### config.mk
export PLATFORM = sky130hd
export DESIGN_NAME = pss_sequencer
export DESIGN_NICKNAME = d
export VERILOG_FILES = /design/src/design/pss_pkg.sv /design/src/design/pss_sequencer.sv
export SDC_FILE = /design/constraint.sdc
export NUM_CORES = 1
export LEC_CHECK = 0
export ABC_CLOCK_PERIOD_IN_PS = 3200
export BUFFER_PORTS_ARGS = -buffer_cell sky130_fd_sc_hd__buf_4
export CAP_MARGIN = 15
export CELL_PAD_IN_SITES_DETAIL_PLACEMENT = 0
export CELL_PAD_IN_SITES_GLOBAL_PLACEMENT = 2
export CORE_MARGIN = 2
export CORE_UTILIZATION = 32
export DETAILED_ROUTE_END_ITERATION = 7
export PLACE_DENSITY_LB_ADDON = 0.1
export SYNTH_ARGS = -nofsm -noshare
export SYNTH_HDL_FRONTEND = slang
export SYNTH_SLANG_ARGS = --single-unit
### constraint.sdc
create_clock -name mclk_in -period 3.2 [get_ports mclk_in]
set_input_delay 0.64 -clock mclk_in [delete_from_list [all_inputs] [get_ports mclk_in]]
set_output_delay 0.64 -clock mclk_in [all_outputs]
set_load 0.03 [all_outputs]
### src/design/pss_pkg.sv
// shared constants and types for the program sequencer
package pss_pkg;
  localparam int PC_W = 12;
  localparam int WORD_W = 15;
  localparam logic [3:0] STK_DEPTH = 4'h8;
  localparam logic [11:0] PC_RESET = 12'h000;
  localparam logic [11:0] VEC_USB = 12'h004;
  localparam logic [11:0] VEC_TMR0 = 12'h008;
  localparam logic [11:0] VEC_TMR1 = 12'h00C;
  localparam logic [7:0] OFS_PCL = 8'h00;
  localparam logic [7:0] OFS_SEQ_STAT = 8'h04;
  localparam logic [7:0] OFS_ALU_STAT = 8'h08;
  localparam int FLG_C = 0;
  localparam int FLG_AC = 1;
  localparam int FLG_Z = 2;
  localparam int FLG_OV = 3;
  localparam int ST_PEND_LSB = 4;
  localparam int ST_PCL_PEND = 7;
  localparam logic [3:0] FLAGS_RESET = 4'h0;
  localparam logic [2:0] IRQ_USB = 3'h1;
  localparam logic [2:0] IRQ_TMR0 = 3'h2;
  localparam logic [2:0] IRQ_TMR1 = 3'h4;

  typedef enum logic [3:0] {
    PH_T1 = 4'h1,
    PH_T2 = 4'h2,
    PH_T3 = 4'h4,
    PH_T4 = 4'h8
  } pss_phase_e;

  typedef enum logic [3:0] {
    OP_NONE = 4'h0, OP_ADD = 4'h1, OP_ADC = 4'h2, OP_SUB = 4'h3,
    OP_SBC = 4'h4, OP_DAA = 4'h5, OP_AND = 4'h6, OP_OR = 4'h7,
    OP_XOR = 4'h8, OP_CPL = 4'h9, OP_RR = 4'hA, OP_RRC = 4'hB,
    OP_RL = 4'hC, OP_RLC = 4'hD, OP_INC = 4'hE, OP_DEC = 4'hF
  } pss_alu_op_e;

  typedef struct packed {
    logic jump;
    logic call;
    logic return_from_call;
    logic return_from_interrupt;
    logic skip;
    logic [11:0] target;
    pss_alu_op_e op;
    logic [7:0] opa;
    logic [7:0] opb;
    logic to_mem;
  } pss_cmd_s;
endpackage : pss_pkg

### src/design/pss_sequencer.sv
// program sequencer: phases, program counter, return stack, vectors, alu
// Function
// - four phases form one instruction cycle
// - pc advances and fetch starts at T1
// - fetch overlaps execution of current instruction
// - branches take two instruction cycles
// - pc increments unless control is redirected
// - only pc low byte visible to software
// - taken skip discards prefetch, pc plus two
// - pc low write keeps page, adds dummy
// - jump and call load twelve target bits
// - eight-entry hidden return stack
// - call/interrupt push, returns pop into pc
// - reset points stack pointer at top
// - reset clears pc to zero
// - full stack holds interrupt until return
// - call on full stack still executes
// - usb interrupt vectors to 004H
// - timer vectors 008H and 00CH
// - alu writes result and updates status
// - alu arithmetic, logic, rotate, inc, dec
// - pc addresses 4K by 15 memory
`timescale 1ns/100ps
module pss_sequencer (
  input wire logic mclk_in,
  input wire logic resetn_in,
  input wire logic [pss_pkg::WORD_W-1:0] prog_data_in,
  input wire pss_pkg::pss_cmd_s cmd_in,
  input wire logic [2:0] irq_in,
  input wire logic psel_in,
  input wire logic penable_in,
  input wire logic pwrite_in,
  input wire logic [7:0] paddr_in,
  input wire logic [31:0] pwdata_in,
  output logic [31:0] prdata_out,
  output logic pready_out,
  output logic pslverr_out,
  output logic [pss_pkg::PC_W-1:0] prog_addr_out,
  output logic [pss_pkg::WORD_W-1:0] exec_word_out,
  output logic exec_valid_out,
  output logic [3:0] phase_out,
  output logic [7:0] alu_result_out,
  output logic alu_wr_out,
  output logic alu_to_mem_out,
  output logic [2:0] irq_ack_out
);
  import pss_pkg::*;

  pss_phase_e phase_reg, phase_next;
  logic [11:0] pc_reg, pc_next;
  logic [14:0] word_reg, word_next;
  logic valid_reg, valid_next;
  logic [11:0] stack_reg [8];
  logic [11:0] stack_next [8];
  logic [2:0] sp_reg, sp_next;
  logic [3:0] cnt_reg, cnt_next;
  logic [2:0] pend_reg, pend_next;
  logic [2:0] ack_reg, ack_next;
  logic pcl_pend_reg, pcl_pend_next;
  logic [7:0] pcl_val_reg, pcl_val_next;
  logic [3:0] flags_reg, flags_next;
  logic [7:0] res_reg, res_next;
  logic alu_wr_reg, alu_wr_next;
  logic to_mem_reg, to_mem_next;
  logic pready_reg, pready_next;
  logic pslverr_reg, pslverr_next;
  logic [31:0] prdata_reg, prdata_next;
  logic at_t4, ex, full, access, done;
  logic [2:0] irq_sel;
  logic [11:0] vec;
  logic [8:0] sum;
  logic [4:0] hs;
  logic cin;
  logic [7:0] r;

  assign at_t4 = (phase_reg == PH_T4);
  assign ex = valid_reg;
  assign full = (cnt_reg == STK_DEPTH);
  assign access = psel_in && penable_in;
  assign done = access && pready_reg;
  // fixed priority: usb, then timer 0, then timer 1
  assign irq_sel = pend_reg[0] ? IRQ_USB : pend_reg[1] ? IRQ_TMR0 :
                   pend_reg[2] ? IRQ_TMR1 : 3'h0;
  assign vec = pend_reg[0] ? VEC_USB : pend_reg[1] ? VEC_TMR0 : VEC_TMR1;

  always_comb begin
    unique case (phase_reg)
      PH_T1: phase_next = PH_T2;
      PH_T2: phase_next = PH_T3;
      PH_T3: phase_next = PH_T4;
      PH_T4: phase_next = PH_T1;
      default: phase_next = PH_T1;
    endcase
    pc_next = pc_reg;
    word_next = word_reg;
    valid_next = valid_reg;
    stack_next = stack_reg;
    sp_next = sp_reg;
    cnt_next = cnt_reg;
    ack_next = 3'h0;
    pcl_pend_next = pcl_pend_reg;
    pcl_val_next = pcl_val_reg;
    flags_next = flags_reg;
    res_next = res_reg;
    alu_wr_next = 1'b0;
    to_mem_next = to_mem_reg;
    sum = 9'h000;
    hs = 5'h00;
    cin = 1'b0;
    r = 8'h00;
    if (at_t4) begin
      // the word fetched during this cycle executes in the next one
      pc_next = 12'(pc_reg + 12'h001);
      word_next = prog_data_in;
      valid_next = 1'b1;
      if (ex && (cmd_in.jump || cmd_in.call)) begin
        pc_next = cmd_in.target;
        valid_next = 1'b0;
        if (cmd_in.call) begin
          // on a full stack the oldest entry is lost; the call still runs
          stack_next[sp_reg] = pc_reg;
          sp_next = 3'(sp_reg + 3'h1);
          cnt_next = full ? cnt_reg : 4'(cnt_reg + 4'h1);
        end
      end else if (ex && (cmd_in.return_from_call || cmd_in.return_from_interrupt)) begin
        pc_next = stack_reg[3'(sp_reg - 3'h1)];
        sp_next = 3'(sp_reg - 3'h1);
        cnt_next = (cnt_reg == 4'h0) ? 4'h0 : 4'(cnt_reg - 4'h1);
        valid_next = 1'b0;
      end else if (ex && cmd_in.skip) begin
        valid_next = 1'b0;
      end else if (pcl_pend_reg) begin
        pc_next = {pc_reg[11:8], pcl_val_reg};
        valid_next = 1'b0;
        pcl_pend_next = 1'b0;
      end else if (irq_sel != 3'h0 && !full) begin
        stack_next[sp_reg] = pc_reg;
        sp_next = 3'(sp_reg + 3'h1);
        cnt_next = 4'(cnt_reg + 4'h1);
        pc_next = vec;
        valid_next = 1'b0;
        ack_next = irq_sel;
      end
      if (ex && cmd_in.op != OP_NONE) begin
        alu_wr_next = 1'b1;
        to_mem_next = cmd_in.to_mem;
        unique case (cmd_in.op)
          OP_ADD, OP_ADC: begin
            cin = (cmd_in.op == OP_ADC) && flags_reg[FLG_C];
            sum = 9'({1'b0, cmd_in.opa} + {1'b0, cmd_in.opb} + {8'h00, cin});
            hs = 5'({1'b0, cmd_in.opa[3:0]} + {1'b0, cmd_in.opb[3:0]} + {4'h0, cin});
            r = sum[7:0];
            flags_next[FLG_C] = sum[8];
            flags_next[FLG_AC] = hs[4];
            flags_next[FLG_OV] = (cmd_in.opa[7] == cmd_in.opb[7]) && (r[7] != cmd_in.opa[7]);
          end
          OP_SUB, OP_SBC: begin
            // carry set means no borrow
            cin = (cmd_in.op == OP_SBC) && !flags_reg[FLG_C];
            sum = 9'({1'b0, cmd_in.opa} - {1'b0, cmd_in.opb} - {8'h00, cin});
            hs = 5'({1'b0, cmd_in.opa[3:0]} - {1'b0, cmd_in.opb[3:0]} - {4'h0, cin});
            r = sum[7:0];
            flags_next[FLG_C] = !sum[8];
            flags_next[FLG_AC] = !hs[4];
            flags_next[FLG_OV] = (cmd_in.opa[7] != cmd_in.opb[7]) && (r[7] != cmd_in.opa[7]);
          end
          OP_DAA: begin
            sum = {1'b0, cmd_in.opa};
            if (cmd_in.opa[3:0] > 4'h9 || flags_reg[FLG_AC]) begin
              sum = 9'(sum + 9'h006);
            end
            if (sum[8:4] > 5'h09 || flags_reg[FLG_C]) begin
              sum = 9'(sum + 9'h060);
            end
            r = sum[7:0];
            flags_next[FLG_C] = sum[8] || flags_reg[FLG_C];
          end
          OP_AND: r = cmd_in.opa & cmd_in.opb;
          OP_OR: r = cmd_in.opa | cmd_in.opb;
          OP_XOR: r = cmd_in.opa ^ cmd_in.opb;
          OP_CPL: r = ~cmd_in.opa;
          OP_RR: r = {cmd_in.opa[0], cmd_in.opa[7:1]};
          OP_RRC: begin
            r = {flags_reg[FLG_C], cmd_in.opa[7:1]};
            flags_next[FLG_C] = cmd_in.opa[0];
          end
          OP_RL: r = {cmd_in.opa[6:0], cmd_in.opa[7]};
          OP_RLC: begin
            r = {cmd_in.opa[6:0], flags_reg[FLG_C]};
            flags_next[FLG_C] = cmd_in.opa[7];
          end
          OP_INC: r = 8'(cmd_in.opa + 8'h01);
          OP_DEC: r = 8'(cmd_in.opa - 8'h01);
          default: r = 8'h00;
        endcase
        // rotations leave zero untouched
        if (!(cmd_in.op inside {OP_RR, OP_RRC, OP_RL, OP_RLC})) begin
          flags_next[FLG_Z] = (r == 8'h00);
        end
        res_next = r;
      end
    end
    // a request arriving as its flag is acknowledged is kept
    pend_next = (pend_reg & ~ack_next) | irq_in;
    // apb slave: one wait state, registered answer
    pready_next = access && !pready_reg;
    pslverr_next = 1'b0;
    prdata_next = prdata_reg;
    if (access && !pready_reg) begin
      prdata_next = 32'h0000_0000;
      unique case (paddr_in)
        OFS_PCL: prdata_next[7:0] = pc_reg[7:0];
        OFS_SEQ_STAT: begin
          prdata_next[3:0] = cnt_reg;
          prdata_next[ST_PEND_LSB +: 3] = pend_reg;
          prdata_next[ST_PCL_PEND] = pcl_pend_reg;
        end
        OFS_ALU_STAT: prdata_next[3:0] = flags_reg;
        default: pslverr_next = 1'b1;
      endcase
    end
    if (done && pwrite_in) begin
      if (paddr_in == OFS_PCL) begin
        pcl_pend_next = 1'b1;
        pcl_val_next = pwdata_in[7:0];
      end
      // software write yields to a same-cycle alu update
      if (paddr_in == OFS_ALU_STAT && !alu_wr_next) begin
        flags_next = pwdata_in[3:0];
      end
    end
  end

  always_ff @(posedge mclk_in) begin
    if (!resetn_in) begin
      phase_reg <= PH_T1;
      pc_reg <= PC_RESET;
      word_reg <= 15'h0000;
      valid_reg <= 1'b0;
      sp_reg <= 3'h0;
      cnt_reg <= 4'h0;
      pend_reg <= 3'h0;
      ack_reg <= 3'h0;
      pcl_pend_reg <= 1'b0;
      pcl_val_reg <= 8'h00;
      flags_reg <= FLAGS_RESET;
      res_reg <= 8'h00;
      alu_wr_reg <= 1'b0;
      to_mem_reg <= 1'b0;
      pready_reg <= 1'b0;
      pslverr_reg <= 1'b0;
      prdata_reg <= 32'h0000_0000;
    end else begin
      phase_reg <= phase_next;
      pc_reg <= pc_next;
      word_reg <= word_next;
      valid_reg <= valid_next;
      sp_reg <= sp_next;
      cnt_reg <= cnt_next;
      pend_reg <= pend_next;
      ack_reg <= ack_next;
      pcl_pend_reg <= pcl_pend_next;
      pcl_val_reg <= pcl_val_next;
      flags_reg <= flags_next;
      res_reg <= res_next;
      alu_wr_reg <= alu_wr_next;
      to_mem_reg <= to_mem_next;
      pready_reg <= pready_next;
      pslverr_reg <= pslverr_next;
      prdata_reg <= prdata_next;
    end
  end

  // stack contents need no reset; unreadable until pushed
  always_ff @(posedge mclk_in) begin
    stack_reg <= stack_next;
  end

  assign prog_addr_out = pc_reg;
  assign exec_word_out = word_reg;
  assign exec_valid_out = valid_reg;
  assign phase_out = phase_reg;
  assign alu_result_out = res_reg;
  assign alu_wr_out = alu_wr_reg;
  assign alu_to_mem_out = to_mem_reg;
  assign irq_ack_out = ack_reg;
  assign prdata_out = prdata_reg;
  assign pready_out = pready_reg;
  assign pslverr_out = pslverr_reg;
endmodule : pss_sequencer

Word-level counts from Yosys, hierarchy flattened
Cells that the tools add are included.

Output and inout port bits: 79. Bits of input ports: 101. Register bits after elaboration: 174. Logic and storage cells: 213.

$lt $le $gt $ge: 5. Bitwise logic cells: 9. Reduce and logical (&&, ||, !) cells: 44. Equal/unequal tests: 34. Mux-type cells: 78. Add/sub/neg operators: 17.

Operators by type and width (number): 96-bit 2-to-1 mux (6); 8-bit one-hot mux with 13 select lines (1); 96-bit bitwise mux (1); 12-bit 2-to-1 mux (8); 9-bit 2-to-1 mux (8); 4-bit 2-to-1 mux (13); 3-bit 2-to-1 mux (16); 4-bit == test (second input constant) (10); 12-bit binary-select mux with 3-bit select (1); 12-bit demux with 3-bit select (1); 4-bit one-hot mux with 3 select lines (2); 4-bit by 3-bit == test with 1-bit output (second input constant) (5); 8-bit logical NOT (2); 8-bit 2-to-1 mux (2); 1-bit logical AND (15); 1-bit 2-to-1 mux (15); 12-bit by 1-bit adder with 12-bit output (second input constant) (1); 4-bit by 2-bit == test with 1-bit output (second input constant) (3); 6-bit AND reduction (2); 8-bit by 3-bit adder with 9-bit output (second input constant) (1); 8-bit by 8-bit adder with 9-bit output (1); 9-bit by 1-bit adder with 9-bit output (1); 9-bit by 7-bit adder with 9-bit output (second input constant) (1); 8-bit by 8-bit subtractor with 9-bit output (1); 46 further kinds (70).

Logic depth before layout (Yosys ltp)
Word-level depth: 21. Gate-level depth with buffers: 15. Mapped depth without buffers: 14.

Worst setup path before layout
OpenSTA, ideal clock, no wires.

Path kind: input-to-reg. Start point: input cmd_in[19] in the netlist's numbering. End point: register flags_reg[0]. Library setup time: 134 ps. Cell stages on the path: 15. Buffers on the path: 3. Arrival time: 3082 ps. Slack: -16 ps. Cell sequence: buf_6 buf_6 buf_2 nand4b_1 fa_1 inv_1 fa_1 a21o_1 a21oi_1 o21ai_0 a21o_1 a21oi_1 nor2_1 a2111oi_0 a21oi_1.

Word-level cells in the longest chain between the ends: 9. Elaborated cells on any way between the ends: 25. Classes of those cells: add/sub: 2; eq/ne: 7; mux: 7; reduce/logical: 9.

RTL lines: start, declared (line pss_sequencer.sv:28) `input wire pss_pkg::pss_cmd_s cmd_in,`; 4-bit by 3-bit == test with 1-bit output (line pss_sequencer.sv:147, pss_sequencer.sv:159); 1-bit logical AND (line pss_sequencer.sv:159) `cin = (cmd_in.op == OP_SBC) && !flags_reg[FLG_C];`; 9-bit by 1-bit subtractor with 9-bit output (line pss_sequencer.sv:160) `sum = 9'({1'b0, cmd_in.opa} - {1'b0, cmd_in.opb} - {8'h00, cin});`; 1-bit logical NOT (line pss_sequencer.sv:163) `flags_next[FLG_C] = !sum[8];`; 1-bit one-hot mux with 5 select lines (line pss_sequencer.sv:147) `unique case (cmd_in.op)`; 4-bit 2-to-1 mux (line pss_sequencer.sv:144) `if (ex && cmd_in.op != OP_NONE) begin`; 4-bit 2-to-1 mux (line pss_sequencer.sv:111) `if (at_t4) begin`; 4-bit 2-to-1 mux (line pss_sequencer.sv:228) `if (paddr_in == OFS_ALU_STAT && !alu_wr_next) begin`; 4-bit 2-to-1 mux * (line pss_sequencer.sv:222) `if (done && pwrite_in) begin`; end signal, assigned (line pss_sequencer.sv:264) `flags_reg <= flags_next;`; end, declared (line pss_sequencer.sv:61) `logic [3:0] flags_reg, flags_next;`.

Mark *: on every way between the ends. The rest lies on a longest branch, timed or not. A chain may end at the register's enable or synchronous reset.

Worst setup path after layout
Start point: input cmd_in[20] in the netlist's numbering. End point: register flags_reg[2].

Word-level cells in the longest chain between the ends: 12. Elaborated cells on any way between the ends: 37. Classes of those cells: add/sub: 2; eq/ne: 15; mux: 10; reduce/logical: 10.

RTL lines: 4-bit by 3-bit == test with 1-bit output / 4-bit by 2-bit == test with 1-bit output (equally long branches) (line pss_sequencer.sv:147, pss_sequencer.sv:159, pss_sequencer.sv:149); 1-bit logical AND (on tied branches) (line pss_sequencer.sv:159, pss_sequencer.sv:149); 9-bit by 1-bit subtractor with 9-bit output / 9-bit by 1-bit adder with 9-bit output (equally long branches) (line pss_sequencer.sv:160, pss_sequencer.sv:150); 8-bit one-hot mux with 13 select lines (line pss_sequencer.sv:147); 8-bit 2-to-1 mux (line pss_sequencer.sv:144); 8-bit 2-to-1 mux (line pss_sequencer.sv:111); 8-bit logical NOT (line pss_sequencer.sv:198) `flags_next[FLG_Z] = (r == 8'h00);`; 1-bit 2-to-1 mux (line pss_sequencer.sv:197) `if (!(cmd_in.op inside {OP_RR, OP_RRC, OP_RL, OP_RLC})) begin`; 4-bit 2-to-1 mux (line pss_sequencer.sv:144); 4-bit 2-to-1 mux (line pss_sequencer.sv:111); 4-bit 2-to-1 mux (line pss_sequencer.sv:228); 4-bit 2-to-1 mux * (line pss_sequencer.sv:222).

Mark *: on every way between the ends. The rest lies on a longest branch, timed or not. The select of a mux whose other input is x is not followed.

==> summary.txt <==
================================================================================
Die area                                                            0.0328 sq mm
Worst slew margin relative to its limit                                    50.3%
Final count of negative-setup-slack endpoints                                  0
DR iter-0 viols                                                              535
Mean instance size in the synthesized netlist                         10.3 sq um
Post-Place Worst Slack                                                 -0.324 ns
Storage element area                                                0.00445 sq mm
Switching Power                                                          1.44 mW
Register share of total power                                              45.9%
Avg WL per Cell                                                     20.3 microns
Total count of hold-check failures in the final report                         0
Placer Congestion                                                          0.840
Clock tree from TritonCTS                                                   done
Primary FF master, synth                                            sky130_fd_sc_hd__edfxtp_1
Run status                                                          complete, no violations
First-pass GRT wire length                                          48,700 microns
Number of antenna violations at the first check in global routing              2
Number of synthesized flops with an enable pin                                96
Worst path slowest cell                                             sky130_fd_sc_hd__fa_1
Sequential fraction of the synthesis area                                  44.3%
Aggregate global routing overflow                                              0
Number of unique standard cell types used by synthesis                        85
Layout Area Growth over Synthesis                                          24.4%
Critical Path Max Stage Delay                                            0.39 ns
Cell type contributing the most total cell area after synthesis     sky130_fd_sc_hd__edfxtp_1
Number of standard-cell rows in the floorplan                                 64
Worst Setup Slack, final                                                0.186 ns
Crit Path Category                                                  input port to register
Detailed Route WL                                                   31,900 microns
Sw frac                                                                    28.0%
Via count of the first global-routing pass                                 7,769
Portion of total power attributed to combinational logic                   14.6%
Final worst-path cycle share                                               94.2%
GR Util All Layers                                                         19.5%
Synth Warn #                                                                   0
Count of hold-fix buffers inserted at cts                                      0
Fraction of registers with async set or reset after synthesis                 0%
Launching element type of the critical path                           input port
# clock sinks                                                                174
Hpwl dp                                                             24,000 microns
Cells traversed along the worst timing path                         buf_4 -> nand2b_1 -> nor2_1 -> nand2_1 -> fa_1 -> ha_1 -> a211oi_2 -> o2111ai_1 -> a21oi_1 -> xnor2_1 -> nand2_1 -> o311ai_0 -> a211oi_1 -> buf_4 -> a41o_1
Slew at the pin closest to its max-slew limit                           0.744 ns
Via count                                                                  8,124
Starting utilization of the core area                                      32.6%
Count of H-tree levels built during CTS                                        4
Dominant cells by area after synthesis                              sky130_fd_sc_hd__edfxtp_1 (29%), sky130_fd_sc_hd__dfxtp_1 (16%), sky130_fd_sc_hd__ha_1 (5.5%), sky130_fd_sc_hd__mux4_2 (5.4%), sky130_fd_sc_hd__a21oi_1 (3.7%)
IR Drop Worst-Case VDD                                                    342 uV
Pwr per Cell Area                                                    412 mW/mm^2
DRC                                                                            0
Clock transition at the registers of the reported paths                  0.07 ns
Maximum clock skew at final layout                                     0.0117 ns
Cell at the root of the clock tree                                  sky130_fd_sc_hd__clkbuf_16
Cell type group with the largest total delay on the critical path   compound AO/OA/AOI/OAI gates
Fmax achieved                                                            332 MHz
Overall die height                                                   181 microns
Area of the multi-input gates                                       0.00508 sq mm
Number of flip-flops under the largest register name                          96
I/O pin count                                                                180
Maximum clock path buffer count                                                2
Number of routed nets with antenna violations                                  0
Worst endpoint data arrival time                                         3.39 ns
Count of buffers inserted at the top-level ports                             131
Final Slew Violations                                                          0
Number of nets in the finished design                                      1,312
Placed cell count                                                          1,538
Internal Power                                                           3.70 mW
#FFs+latches synth                                                           174
Die width                                                            181 microns
Number of buffers and inverters on the critical path                           2
Combined area of all synthesized cells                              0.0100 sq mm
Setup TNS                                                                   0 ns
Critical-path maximum fanout                                                   2
Leakage power                                                            4.83 nW
Proportion of layout cells with a drive suffix above 1                     27.7%
Vias per cell                                                               5.16
Post-Syn Instances                                                           978
Clock period minus worst slack                                           3.01 ns
Post-synth top area share                                                  28.8%
Clock Power Share                                                          39.5%
Largest net degree at the start of global routing                             38
Insertion delay to the later sink of the worst-skew pair                 0.43 ns
Number of buffers inserted during clock tree synthesis                        17
Non-filler instance count after layout                                     1,573
Kind of end point of the critical path                                  register
FILL cells                                                                 3,125
First-pass DRT Iterations                                                      5
Path class of the lowest-slack min-delay path                       input port to register
Number of maximum-capacitance violations                                       0
Total design power                                                       5.14 mW
Worst hold slack after final layout                                     0.417 ns
Core region area                                                    0.0307 sq mm
Data required time of the worst path                                     3.57 ns
================================================================================
-- cells in the final DEF (no fill, tap or decap), types with 12 or more instances in the layout --
cell,instances
sky130_fd_sc_hd__conb_1,24
sky130_fd_sc_hd__nand2_1,100
sky130_fd_sc_hd__clkbuf_16,17
sky130_fd_sc_hd__mux4_2,24
sky130_fd_sc_hd__mux2i_1,25
sky130_fd_sc_hd__nand3_1,25
sky130_fd_sc_hd__nor2_1,88
sky130_fd_sc_hd__nor2b_1,12
sky130_fd_sc_hd__xnor2_1,19
sky130_fd_sc_hd__dfxtp_1,77
sky130_fd_sc_hd__edfxtp_1,96
sky130_fd_sc_hd__inv_1,37
sky130_fd_sc_hd__a21oi_1,73
sky130_fd_sc_hd__ha_1,44
sky130_fd_sc_hd__o21ai_0,36
sky130_fd_sc_hd__buf_4,217
sky130_fd_sc_hd__xor2_1,13
sky130_fd_sc_hd__a211oi_1,19
sky130_fd_sc_hd__nor3_1,13
-- metrics by stage --
step	cell area, sq um	utilization [%]
after floorplan	10100	-
after global placement	11900	38.6
after detailed placement	11900	38.6
after CTS	12400	40.5
after global routing	12500	40.5
final	12500	40.5
-- power by group through the flow --
stage | sequential (mW) | combinational, mW | clock (mW)
floorplan | 2.42 | 0.451 | 0
global placement | 2.41 | 0.743 | 0
detailed placement | 2.41 | 0.737 | 0
CTS | 2.36 | 0.741 | 2.08
global route | 2.36 | 0.817 | 2.16
finish | 2.36 | 0.749 | 2.03
-- cells by family (layout without fill, tap and decap cells) --
logic type	Yosys count	in the layout	share of synthesized area (%)
buffers and inverters	120	294	6.33
XOR/XNOR	32	32	2.80
AO/OA/AOI/OAI	243	243	16.4
adder cells (fa/ha/maj)	49	49	6.49
AND/OR/NAND/NOR	304	304	15.0
flip-flops	174	174	44.3
multiplexers	55	55	8.56
other	1	26	0.0374
-- area by class of cell --
class	count	area share, %
multi-input combinational	707	40.7
sequential	174	35.7
timing repair buffer	222	13.8
tap	396	3.97
clock buffer	18	3.44
inverter	40	1.20
clock inverter	14	1.14
antenna	2	0.0401
-- final timing paths --
| kind | slack (ns) | end | start | depth (start not counted) |
|---|---|---|---|---|
| worst max-delay path | 0.19 | flags_reg[2]$_SDFF_PN0_ | cmd_in[20] | 15 |
| worst min-delay path | 0.42 | pend_reg[2]$_SDFF_PN0_ | irq_in[2] | 3 |
| worst max register to register | 0.22 | flags_reg[0]$_SDFF_PN0_ | flags_reg[0]$_SDFF_PN0_ | 13 |
| worst min register to register | 0.46 | exec_word_out[4]$_SDFFE_PN0P_ | exec_word_out[4]$_SDFFE_PN0P_ | 2 |
-- synthesized netlist by cell type (6+ instances only) --
| cell | count |
|---|---|
| sky130_fd_sc_hd__nor3b_1 | 6 |
| sky130_fd_sc_hd__buf_4 | 30 |
| sky130_fd_sc_hd__nand2b_1 | 6 |
| sky130_fd_sc_hd__a221oi_1 | 9 |
| sky130_fd_sc_hd__buf_2 | 21 |
| sky130_fd_sc_hd__a21oi_1 | 75 |
| sky130_fd_sc_hd__ha_1 | 44 |
| sky130_fd_sc_hd__nor2b_1 | 12 |
| sky130_fd_sc_hd__o22ai_1 | 8 |
| sky130_fd_sc_hd__dfxtp_1 | 78 |
| sky130_fd_sc_hd__nand2_1 | 100 |
| sky130_fd_sc_hd__a211oi_1 | 20 |
| sky130_fd_sc_hd__mux2i_1 | 25 |
| sky130_fd_sc_hd__edfxtp_1 | 96 |
| sky130_fd_sc_hd__nand3_1 | 25 |
| sky130_fd_sc_hd__nor3_1 | 14 |
| sky130_fd_sc_hd__mux2_2 | 6 |
| sky130_fd_sc_hd__o21ai_0 | 37 |
| sky130_fd_sc_hd__clkbuf_1 | 23 |
| sky130_fd_sc_hd__o21a_1 | 6 |
| sky130_fd_sc_hd__a31oi_1 | 11 |
| sky130_fd_sc_hd__xnor2_1 | 19 |
| sky130_fd_sc_hd__nor2_1 | 88 |
| sky130_fd_sc_hd__a22oi_1 | 7 |
| sky130_fd_sc_hd__mux4_2 | 24 |
| sky130_fd_sc_hd__buf_6 | 6 |
| sky130_fd_sc_hd__and3_1 | 8 |
| sky130_fd_sc_hd__inv_1 | 37 |
| sky130_fd_sc_hd__xor2_1 | 13 |
| sky130_fd_sc_hd__a21o_1 | 6 |
| sky130_fd_sc_hd__o211ai_1 | 6 |
-- worst min-delay path, delay by kind of cell --
family / cells / cell delay (ns)
AO/OA/AOI/OAI: 1 / 0.03
buffers and inverters: 1 / 0.08
AND/OR/NAND/NOR: 1 / 0.06
-- timing repair --
item	in CTS	in global routing
setup buffers	0	1
gates resized for setup	0	4
endpoints found under the setup margin	0	4
-- per-layer routing --
layer | global-route usage (%) | routed length, microns
met1 | 29.8 | 16400
met2 | 29.0 | 13900
met5 | 0 | 0
met3 | 2.68 | 1300
met4 | 4.46 | 284
No activity file was read; power rests on OpenSTA's default activity.
